`config.mk`:
```
export PLATFORM = sky130hd
export DESIGN_NAME = urs_receiver
export DESIGN_NICKNAME = d
export VERILOG_FILES = /design/src/rtl/urs_pkg.sv /design/src/rtl/urs_receiver.sv
export VERILOG_INCLUDE_DIRS = /design/src /design/src/rtl
export SDC_FILE = /design/constraint.sdc
export NUM_CORES = 1
export LEC_CHECK = 0
export ABC_AREA = 1
export BUFFER_PORTS_ARGS = -buffer_cell sky130_fd_sc_hd__buf_2
export CAP_MARGIN = 20
export CORE_MARGIN = 1
export CORE_UTILIZATION = 63
export CTS_CLUSTER_DIAMETER = 60
export DETAILED_ROUTE_END_ITERATION = 12
export PLACE_DENSITY = 0.95
export SYNTH_ARGS = -nofsm -noshare
export SYNTH_HDL_FRONTEND = slang
export SYNTH_SLANG_ARGS = --single-unit
```
`constraint.sdc`:
```
create_clock -name ref_clk -period 4.9 [get_ports ref_clk]
set_input_delay 0.245 -clock ref_clk [delete_from_list [all_inputs] [get_ports ref_clk]]
set_output_delay 0.245 -clock ref_clk [all_outputs]
set_load 0.02 [all_outputs]
```
`src/rtl/urs_defines.svh`:
```
`ifndef URS_DEFINES_SVH
`define URS_DEFINES_SVH

// -----------------------------------------------------------------------
// Register offsets (byte addresses)
// -----------------------------------------------------------------------
`define URS_OFF_STATUS   12'h000
`define URS_OFF_DATA     12'h004
`define URS_OFF_CTRL     12'h008
`define URS_OFF_BAUD     12'h00c
`define URS_OFF_IRQEN    12'h010

// -----------------------------------------------------------------------
// Status field positions
// -----------------------------------------------------------------------
`define URS_ST_RXAVAIL   0
`define URS_ST_IDLE      1
`define URS_ST_OVERRUN   2
`define URS_ST_NOISE     3
`define URS_ST_FRAME     4
`define URS_ST_PARITY    5
`define URS_ST_TXEMPTY   6
`define URS_ST_TXIDLE    7

// -----------------------------------------------------------------------
// Control field positions
// -----------------------------------------------------------------------
`define URS_CT_RXEN      0
`define URS_CT_NINEBIT   1
`define URS_CT_TWOSTOP   2
`define URS_CT_PAREN     3
`define URS_CT_PARODD    4
`define URS_CT_ADDREN    5
`define URS_CT_RXIE      6
`define URS_CT_WAKE      7
`define URS_CT_TXEIE     8
`define URS_CT_TXIIE     9

// Interrupt enable positions
`define URS_IE_UART      0
`define URS_IE_MF        1
`define URS_IE_GLOBAL    2

// -----------------------------------------------------------------------
// Reset values and timing
// -----------------------------------------------------------------------
`define URS_CTRL_RST     10'h000
`define URS_BAUD_RST     16'h001a
`define URS_OVERSAMPLE   16
`define URS_FIFO_DEPTH   4

`endif

```
`src/rtl/urs_pkg.sv`:
```
`default_nettype none

// -----------------------------------------------------------------------
// Receiver types
// -----------------------------------------------------------------------
package urs_pkg;
  typedef enum logic [2:0] {
    RxIdle,
    RxStart,
    RxData,
    RxParity,
    RxStop,
    RxWaitHigh
  } urs_rx_state_t;
endpackage

`default_nettype wire

```
`src/rtl/urs_receiver.sv`:
```
`include "urs_defines.svh"
`default_nettype none
module urs_receiver #(
  parameter int DEPTH = `URS_FIFO_DEPTH
) (
  // Clock and reset
  input  wire logic        ref_clk,
  input  wire logic        rst,
  // APB slave
  input  wire logic        psel,
  input  wire logic        penable,
  input  wire logic        pwrite,
  input  wire logic [11:0] paddr,
  input  wire logic [31:0] pwdata,
  output logic [31:0]      prdata,
  output logic             pready,
  output logic             pslverr,
  // Serial line and power state
  input  wire logic        rxPin,
  input  wire logic        sleepMode,
  // Transmitter conditions from the sibling block
  input  wire logic        txEmpty,
  input  wire logic        txIdle,
  // Interrupt request, active low; receive and wake pulse it, enabled transmit sources hold it low
  output logic             uartIrqN,
  output logic             wakeUp
);

  // ---------------------------------------------------------------------
  // Bus decode
  // ---------------------------------------------------------------------
  logic access;      // Access phase of any transfer
  logic wrCtrl;      // Control write
  logic wrBaud;      // Baud divisor write
  logic wrIrqEn;     // Interrupt enable write
  logic rdStatus;    // Status read or write access arms clearing
  logic rdData;      // Data register read
  assign access   = psel & penable;
  assign pready   = 1'b1;   // Zero wait states keep the master simple
  assign wrCtrl   = access & pwrite & (paddr == `URS_OFF_CTRL);
  assign wrBaud   = access & pwrite & (paddr == `URS_OFF_BAUD);
  assign wrIrqEn  = access & pwrite & (paddr == `URS_OFF_IRQEN);
  assign rdStatus = access & (paddr == `URS_OFF_STATUS);
  assign rdData   = access & ~pwrite & (paddr == `URS_OFF_DATA);

  // ---------------------------------------------------------------------
  // Registers and state
  // ---------------------------------------------------------------------
  logic [9:0]  ctrl_q, ctrl_d;          // Control bits
  logic [15:0] baud_q, baud_d;          // Oversample tick divisor
  logic [2:0]  irqEn_q, irqEn_d;        // Uart, mf, global enables
  logic [15:0] div_q, div_d;            // Tick divider
  logic [2:0]  syn_q, syn_d;            // Two-flop sync plus history
  logic [1:0]  vote_q, vote_d;          // Earlier samples for voting
  logic [3:0]  phase_q, phase_d;        // Position within a bit
  logic [3:0]  bitCnt_q, bitCnt_d;      // Bits received
  logic [8:0]  shift_q, shift_d;        // Receive shift register
  logic        parBit_q, parBit_d;      // Received parity bit
  logic        stop2_q, stop2_d;        // Second stop bit pending
  logic        noisy_q, noisy_d;        // Noise seen in frame
  logic        badStop_q, badStop_d;    // A stop bit read low
  urs_pkg::urs_rx_state_t st_q, st_d;   // Receiver state
  logic [8:0]  fifo_q [DEPTH];          // Receive FIFO storage
  logic [8:0]  fifoIn;                  // Word pushed this cycle
  logic [1:0]  rdPtr_q, rdPtr_d;
  logic [1:0]  wrPtr_q, wrPtr_d;
  logic [2:0]  count_q, count_d;        // FIFO occupancy
  logic        armed_q, armed_d;        // Status accessed, awaiting read
  logic        idle_q, idle_d;
  logic        over_q, over_d;
  logic        noise_q, noise_d;
  logic        frame_q, frame_d;
  logic        parErr_q, parErr_d;
  logic        push;                    // Word completes this cycle
  logic        pop;                     // Software takes a word
  logic        irqReq;                  // Any enabled source this cycle
  logic        irqPend_q, irqPend_d;    // Drives the low pulse
  logic        wake_q, wake_d;
  logic        tick;                    // Sixteenth-bit enable
  logic        sample;                  // Majority-voted line level
  logic        line;                    // Synchronised line level
  logic [3:0]  lastBit;                 // Final data bit index
  logic [8:0]  word;                    // Word as it lands in FIFO

  assign line = syn_q[1];

  // ---------------------------------------------------------------------
  // Tick divider and sampling
  // ---------------------------------------------------------------------
  // Divider freezes while asleep, which is how reception pauses
  always_comb begin
    div_d = div_q;
    tick  = 1'b0;
    if (!sleepMode && ctrl_q[`URS_CT_RXEN]) begin
      if (div_q >= baud_q) begin
        div_d = 16'h0000;
        tick  = 1'b1;
      end else begin
        div_d = div_q + 16'h0001;
      end
    end
  end

  // Synchroniser: first flop is read only by the second
  always_comb begin
    syn_d  = {syn_q[1], syn_q[0], rxPin};
    vote_d = vote_q;
    if (tick) begin
      vote_d = {vote_q[0], line};
    end
  end

  assign sample = (vote_q[1] & vote_q[0]) | (vote_q[1] & line)
                | (vote_q[0] & line);
  assign lastBit = ctrl_q[`URS_CT_NINEBIT] ? 4'd8 : 4'd7;

  // ---------------------------------------------------------------------
  // Receive state machine
  // ---------------------------------------------------------------------
  always_comb begin
    st_d      = st_q;
    phase_d   = phase_q;
    bitCnt_d  = bitCnt_q;
    shift_d   = shift_q;
    parBit_d  = parBit_q;
    stop2_d   = stop2_q;
    noisy_d   = noisy_q;
    badStop_d = badStop_q;
    push      = 1'b0;
    if (!ctrl_q[`URS_CT_RXEN]) begin
      st_d = urs_pkg::RxIdle;
    end else if (tick) begin
      phase_d = phase_q + 4'h1;
      // Sample at bit centre; vote spread signals noise
      if (phase_q == 4'h8 && st_q != urs_pkg::RxIdle
          && st_q != urs_pkg::RxWaitHigh) begin
        if (!(vote_q[1] == vote_q[0] && vote_q[0] == line)) begin
          noisy_d = 1'b1;
        end
      end
      unique case (st_q)
        urs_pkg::RxIdle: begin
          if (!line) begin
            st_d      = urs_pkg::RxStart;
            phase_d   = 4'h0;
            noisy_d   = 1'b0;
            badStop_d = 1'b0;
          end
        end
        urs_pkg::RxStart: begin
          if (phase_q == 4'h8) begin
            if (sample) begin
              st_d = urs_pkg::RxIdle;   // False start, a glitch
            end
          end else if (phase_q == 4'hf) begin
            st_d     = urs_pkg::RxData;
            bitCnt_d = 4'h0;
          end
        end
        urs_pkg::RxData: begin
          if (phase_q == 4'h8) begin
            shift_d = {sample, shift_q[8:1]};
          end else if (phase_q == 4'hf) begin
            if (bitCnt_q == lastBit) begin
              st_d = ctrl_q[`URS_CT_PAREN] ? urs_pkg::RxParity
                                           : urs_pkg::RxStop;
              stop2_d = ctrl_q[`URS_CT_TWOSTOP];
            end
            bitCnt_d = bitCnt_q + 4'h1;
          end
        end
        urs_pkg::RxParity: begin
          if (phase_q == 4'h8) begin
            parBit_d = sample;
          end else if (phase_q == 4'hf) begin
            st_d = urs_pkg::RxStop;
          end
        end
        urs_pkg::RxStop: begin
          if (phase_q == 4'h8) begin
            if (!sample) begin
              badStop_d = 1'b1;
            end
            if (!stop2_q) begin
              push = 1'b1;
              st_d = (badStop_q | ~sample) ? urs_pkg::RxWaitHigh
                                          : urs_pkg::RxIdle;
            end
          end else if (phase_q == 4'hf && stop2_q) begin
            stop2_d = 1'b0;
          end
        end
        urs_pkg::RxWaitHigh: begin
          // low line is not a start
          if (sample) begin
            st_d = urs_pkg::RxIdle;
          end
        end
        default: st_d = urs_pkg::RxIdle;
      endcase
    end
  end

  // Nine-bit words keep the top bit; eight-bit words sit low
  assign word = ctrl_q[`URS_CT_NINEBIT] ? shift_q : {1'b0, shift_q[8:1]};

  // ---------------------------------------------------------------------
  // FIFO and status flags
  // ---------------------------------------------------------------------
  assign pop = rdData & (count_q != 3'h0);
  assign fifoIn = word;

  always_comb begin
    logic parityOk;
    logic full;
    parityOk  = 1'b1;
    full      = (count_q == 3'(DEPTH));
    rdPtr_d   = rdPtr_q;
    wrPtr_d   = wrPtr_q;
    count_d   = count_q;
    armed_d   = armed_q;
    idle_d    = idle_q;
    over_d    = over_q;
    noise_d   = noise_q;
    frame_d   = frame_q;
    parErr_d  = parErr_q;
    parityOk  = ((^word) ^ parBit_q) == ctrl_q[`URS_CT_PARODD];
    if (rdStatus) begin
      armed_d = 1'b1;
    end
    if (rdData && armed_q) begin
      armed_d  = 1'b0;
      over_d   = 1'b0;
      noise_d  = 1'b0;
    end
    if (pop) begin
      rdPtr_d = rdPtr_q + 2'h1;
      count_d = count_q - 3'h1;
      frame_d = 1'b0;
      parErr_d = 1'b0;
    end
    if (st_q == urs_pkg::RxIdle && st_d != urs_pkg::RxIdle) begin
      idle_d = 1'b0;
    end
    if (push) begin
      idle_d = 1'b1;
      if (full && !pop) begin
        over_d = 1'b1;
      end else begin
        wrPtr_d = wrPtr_q + 2'h1;
        count_d = count_q + (pop ? 3'h0 : 3'h1);
        if (noisy_q) begin
          noise_d = 1'b1;
        end
        // Voted level, so one noisy sample cannot fake a frame error
        if (badStop_q || !sample) begin
          frame_d = 1'b1;
        end
        if (ctrl_q[`URS_CT_PAREN] && !parityOk) begin
          parErr_d = 1'b1;
        end
      end
    end
  end

  // ---------------------------------------------------------------------
  // Interrupt combine
  // ---------------------------------------------------------------------
  always_comb begin
    logic rxEv;
    logic addrOk;
    rxEv   = 1'b0;
    addrOk = 1'b0;
    addrOk = !ctrl_q[`URS_CT_ADDREN]
           || (ctrl_q[`URS_CT_NINEBIT] ? word[8] : word[7]);
    rxEv = ctrl_q[`URS_CT_RXIE] && push
         && (addrOk || (count_q == 3'(DEPTH)));
    wake_d = sleepMode && ctrl_q[`URS_CT_WAKE] && ctrl_q[`URS_CT_RXEN]
           && ctrl_q[`URS_CT_RXIE] && syn_q[2] && !line;
    irqReq = rxEv || wake_q
           || (ctrl_q[`URS_CT_TXEIE] && txEmpty)
           || (ctrl_q[`URS_CT_TXIIE] && txIdle);
    irqPend_d = irqReq && (&irqEn_q);
  end

  // ---------------------------------------------------------------------
  // Software registers
  // ---------------------------------------------------------------------
  // status flags have no write path
  always_comb begin
    ctrl_d  = ctrl_q;
    baud_d  = baud_q;
    irqEn_d = irqEn_q;
    if (wrCtrl) begin
      ctrl_d = pwdata[9:0];
    end
    if (wrBaud) begin
      baud_d = pwdata[15:0];
    end
    if (wrIrqEn) begin
      irqEn_d = pwdata[2:0];
    end
  end

  // Read mux, unmapped addresses read zero with no error
  always_comb begin
    prdata  = 32'h0000_0000;
    pslverr = 1'b0;
    unique case (paddr)
      `URS_OFF_STATUS: begin
        prdata[`URS_ST_RXAVAIL] = (count_q != 3'h0); // avail level
        prdata[`URS_ST_IDLE]    = idle_q;
        prdata[`URS_ST_OVERRUN] = over_q;
        prdata[`URS_ST_NOISE]   = noise_q;
        prdata[`URS_ST_FRAME]   = frame_q;
        prdata[`URS_ST_PARITY]  = parErr_q;
        prdata[`URS_ST_TXEMPTY] = txEmpty;
        prdata[`URS_ST_TXIDLE]  = txIdle;
      end
      `URS_OFF_DATA:  prdata[8:0]  = fifo_q[rdPtr_q];
      `URS_OFF_CTRL:  prdata[9:0]  = ctrl_q;
      `URS_OFF_BAUD:  prdata[15:0] = baud_q;
      `URS_OFF_IRQEN: prdata[2:0]  = irqEn_q;
      default:        prdata       = 32'h0000_0000;
    endcase
  end

  assign uartIrqN = ~irqPend_q;
  assign wakeUp   = wake_q;

  // ---------------------------------------------------------------------
  // Flip-flops
  // ---------------------------------------------------------------------
  // errors clear on reset
  always_ff @(posedge ref_clk) begin
    if (rst) begin
      ctrl_q    <= `URS_CTRL_RST;
      baud_q    <= `URS_BAUD_RST;
      irqEn_q   <= 3'h0;
      div_q     <= 16'h0000;
      syn_q     <= 3'h7;
      vote_q    <= 2'h3;
      phase_q   <= 4'h0;
      bitCnt_q  <= 4'h0;
      shift_q   <= 9'h000;
      parBit_q  <= 1'b0;
      stop2_q   <= 1'b0;
      noisy_q   <= 1'b0;
      badStop_q <= 1'b0;
      st_q      <= urs_pkg::RxIdle;
      rdPtr_q   <= 2'h0;
      wrPtr_q   <= 2'h0;
      count_q   <= 3'h0;
      armed_q   <= 1'b0;
      idle_q    <= 1'b1;
      over_q    <= 1'b0;
      noise_q   <= 1'b0;
      frame_q   <= 1'b0;
      parErr_q  <= 1'b0;
      irqPend_q <= 1'b0;
      wake_q    <= 1'b0;
    end else begin
      ctrl_q    <= ctrl_d;
      baud_q    <= baud_d;
      irqEn_q   <= irqEn_d;
      div_q     <= div_d;
      syn_q     <= syn_d;
      vote_q    <= vote_d;
      phase_q   <= phase_d;
      bitCnt_q  <= bitCnt_d;
      shift_q   <= shift_d;
      parBit_q  <= parBit_d;
      stop2_q   <= stop2_d;
      noisy_q   <= noisy_d;
      badStop_q <= badStop_d;
      st_q      <= st_d;
      rdPtr_q   <= rdPtr_d;
      wrPtr_q   <= wrPtr_d;
      count_q   <= count_d;
      armed_q   <= armed_d;
      idle_q    <= idle_d;
      over_q    <= over_d;
      noise_q   <= noise_d;
      frame_q   <= frame_d;
      parErr_q  <= parErr_d;
      irqPend_q <= irqPend_d;
      wake_q    <= wake_d;
    end
  end

  // FIFO storage, one word per entry
  generate
    for (genvar i = 0; i < DEPTH; i++) begin : g_fifo
      always_ff @(posedge ref_clk) begin
        if (rst) begin
          fifo_q[i] <= 9'h000;
        end else if (push && wrPtr_q == 2'(i)
                     && (count_q != 3'(DEPTH) || pop)) begin
          fifo_q[i] <= fifoIn;
        end
      end
    end
  endgenerate
endmodule
`default_nettype wire

```
==> results.sh <==
export IMPL_cts_tree="built"
export IMPL_holdCritPathClass="in -> reg"
export IMPL_setup_tns_ns=0
export IMPL_rsz0062_at_grt="false"
export IMPL_cts_max_path_buffers=2
export IMPL_max_slew_margin_pct=30.7
export IMPL_yosysTopAreaCell="dfxtp_1"
export IMPL_die_h_um=108
export IMPL_layout_setup_ws_ns=1.59
export IMPL_initial_core_util_pct=65.1
export IMPL_pwr_share_clk_pct=50.7
export IMPL_swShare_pct=21.7
export IMPL_critical_path_required_ns=4.66
export IMPL_power_total_mw=2.39
export IMPL_synth_edf_count=36
export IMPL_die_w_um=108
export IMPL_internal_power_mw=1.87
export IMPL_cts_hold_buffers=8
export IMPL_antenna_found_initial=0
export IMPL_rr_startpoint="baud_q[15]"
export IMPL_netlist_top_cells_area="dfxtp_1, edfxtp_1, nand2_1, nor2_1, inv_1"
export IMPL_final_max_slew_viol_count=0
export IMPL_grt_max_degree=44
export IMPL_regToRegSetupSlack_ns=2.18
export IMPL_gp_congestion=0.887
export IMPL_max_freq_mhz=302
export IMPL_grt_pass1_wl_um=28400
export IMPL_worstSetupStartpointType="register"
export IMPL_fin_util_pct=73.0
export IMPL_crit_type="reg -> out"
export IMPL_antenna_cells=0
export IMPL_ys_types=59
export IMPL_p_leak_nw=3.26
export IMPL_status="completed"
export IMPL_detail_route_first_pass_iterations=5
export IMPL_cap_viol_max_count=0
export IMPL_synth_top_cell_area_share_pct=25.7
export IMPL_skew_ns=0.00954
export IMPL_synth_cells=893
export IMPL_cts_buffers_inserted=17
export IMPL_antenna_left=0
export IMPL_finalSetupViolations=0
export IMPL_synth_main_ff_cell="dfxtp_1"
export IMPL_placedCellCount=1061
export IMPL_p_comb_share_pct=3.4
export IMPL_dieArea_sq_um=11700
export IMPL_clock_sink_count=127
export IMPL_hold_violations=0
export IMPL_worst_r2r_cell_count=10
export IMPL_placement_io_buffers=54
export IMPL_cts_resized=0
export IMPL_num_rows=38
export IMPL_cp_slowest_cell="dfxtp_1"
export IMPL_arrival_ns=3.07
export IMPL_path_cells="inv_1 > o21ai_0 > o22ai_1 > a221oi_1 > o21ai_0 > buf_2"
export IMPL_cpPeakStageDelay_ns=0.76
export IMPL_worstSkewPairLatency_ns=0.55
export IMPL_grt_overflow_total=0
export IMPL_cts_setup_buffers=0
export IMPL_pre_cts_ws_ns=2.30
export IMPL_endpoint="prdata[5]"
export IMPL_drive_gt1_share_pct=16.9
export IMPL_stdcell_count=1100
export IMPL_drc=0
export IMPL_ys_seq_elements=127
export IMPL_post_route_period_util_pct=67.6
export IMPL_coreArea_sq_um=10900
export IMPL_htreeDepth=4
export IMPL_async_reset_ff_share_pct=0
export IMPL_ir_drop_uv=225
export IMPL_synth_area_sq_um=7080
export IMPL_avgSynthCellArea_sq_um=7.93
export IMPL_via_count=6461
export IMPL_io_pins=89
export IMPL_syn2layout_area_growth_pct=12.3
export IMPL_finalCriticalPeriod_ns=3.31
export IMPL_yosysWarnings=0
export IMPL_clkSlewWorstSetupHoldPaths_ns=0.06
export IMPL_yosysSeqAreaShare_pct=41.0
export IMPL_drt_total_wl_um=18100
export IMPL_routedWlPerCell_um=16.4
export IMPL_cp_max_fo=21
export IMPL_end_kind="output pin"
export IMPL_p_seq_share_pct=45.9
export IMPL_p_sw_mw=0.518
export IMPL_r2r_end="fifo_q[0][1]"
export IMPL_grt_total_usage_pct=31.8
export IMPL_drt_iter0_drc=730
export IMPL_cts_root_buffer_cell="clkbuf_8"
export IMPL_vias_per_cell=5.87
export IMPL_first_global_vias=6093
export IMPL_dp_hpwl_um=11500
export IMPL_power_density_nw_per_um2=301
export IMPL_crit_top_cell="o21ai_0"
export IMPL_nets=1031
export IMPL_worst_slew_pin_transition_ns=1.04
## power groups by stage
stage	Clock, mW	Sequential, mW	Combinational (mW)
6_report	1.21	1.10	0.0814
5_1_grt	1.25	1.10	0.0872
3_3_place_gp	0	1.12	0.0713
4_1_cts	1.20	1.10	0.0790
3_5_place_dp	0	1.12	0.0727
2_1_floorplan	0	1.12	0.0562
## through the flow
stage | instance area [sq um] | hold WS, ns
after detailed placement | 7320 | 0.395
after global routing | 7950 | 0.0218
after global placement | 7320 | 0.402
after CTS | 7950 | 0.00761
after floorplan | 7140 | 0.349
final | 7950 | 0.00713
## worst max-delay path: cells and delay by family (launching register included)
kind            cells  cell delay (ns)
flops               1             0.76
compound gates      4             1.09
buf+inv             2             0.65
## cell usage after synthesis, types with 3 or more instances
| library cell | count |
|---|---|
| nand2_2 | 9 |
| o211ai_1 | 4 |
| o21ai_2 | 3 |
| nor2_4 | 5 |
| ha_1 | 30 |
| a211oi_2 | 6 |
| nor3b_1 | 3 |
| nor2_2 | 10 |
| a21oi_2 | 5 |
| nand3_4 | 6 |
| a221oi_1 | 5 |
| buf_6 | 5 |
| o22ai_1 | 10 |
| nand2_1 | 168 |
| a21oi_1 | 50 |
| a211oi_1 | 11 |
| o21ai_0 | 29 |
| clkbuf_1 | 13 |
| dfxtp_1 | 91 |
| nand3_2 | 5 |
| nor3_1 | 13 |
| nand3_1 | 46 |
| inv_2 | 13 |
| o21ai_1 | 16 |
| inv_1 | 104 |
| xor2_1 | 6 |
| buf_4 | 19 |
| nand4_1 | 5 |
| edfxtp_1 | 36 |
| xnor2_1 | 5 |
| nor2_1 | 116 |
| buf_2 | 5 |
## logic make-up after synthesis
logic type	Yosys count	synth area share, %
other	2	0.106
buffers and inverters	163	10.3
XOR/XNOR	11	1.36
flip-flops	127	41.0
adder cells (fa/ha/maj)	30	5.30
AO/OA/AOI/OAI	155	13.8
AND/OR/NAND/NOR	405	28.1
## how the worst min path moves through the flow
stage	startpoint	end	depth (start not counted)
6_report	pwdata[15]	baud_q[15]	3
5_1_grt	pwdata[15]	baud_q[15]	3
4_1_cts	pwdata[6]	ctrl_q[6]	3
3_5_place_dp	syn_q[0]	syn_q[1]	1
3_3_place_gp	syn_q[0]	syn_q[1]	1
2_1_floorplan	rxPin	syn_q[0]	1
## cell usage in the layout, fill, tap and decap left out, types with 5 or more instances in the layout
master,n
a211oi_1,11
a211oi_2,6
a21oi_1,50
a21oi_2,5
a221oi_1,5
buf_2,54
clkbuf_16,16
conb_1,18
dfxtp_1,91
dlygate4sd3_1,8
edfxtp_1,36
ha_1,30
inv_1,104
inv_2,13
nand2_1,168
nand2_2,9
nand3_1,46
nand3_2,5
nand3_4,6
nand4_1,5
nor2_1,116
nor2_2,10
nor2_4,5
nor3_1,13
o21ai_0,29
o21ai_1,16
o22ai_1,10
xnor2_1,5
xor2_1,6
## sequential cells by signal, indices dropped and copies added (netlist names), 4 cells and up, named ones only
name      cells
shift_q       9
div_q        16
baud_q       16
fifo_q       36
ctrl_q       10
bitCnt_q      4
phase_q       4
## cell type report
type | instances | area (sq um)
well taps | 140 | 175
clock inverters | 7 | 86.3
clock buffers | 24 | 470
inverters | 121 | 459
fillers | 714 | 2940
flip-flops and latches | 127 | 2900
multi-input cells | 619 | 3510
repair buffers | 62 | 350
## per-layer routing
layer  part of all wire, %  track usage [%]  up-vias
li1                      -                -     3015
met4                   5.3             22.1        0
met1                    38             36.3     2983
met2                    48             53.3      382
met3                   8.2             6.69       81
met5                     0                0        -
No activity file was read; power rests on OpenSTA's default activity.
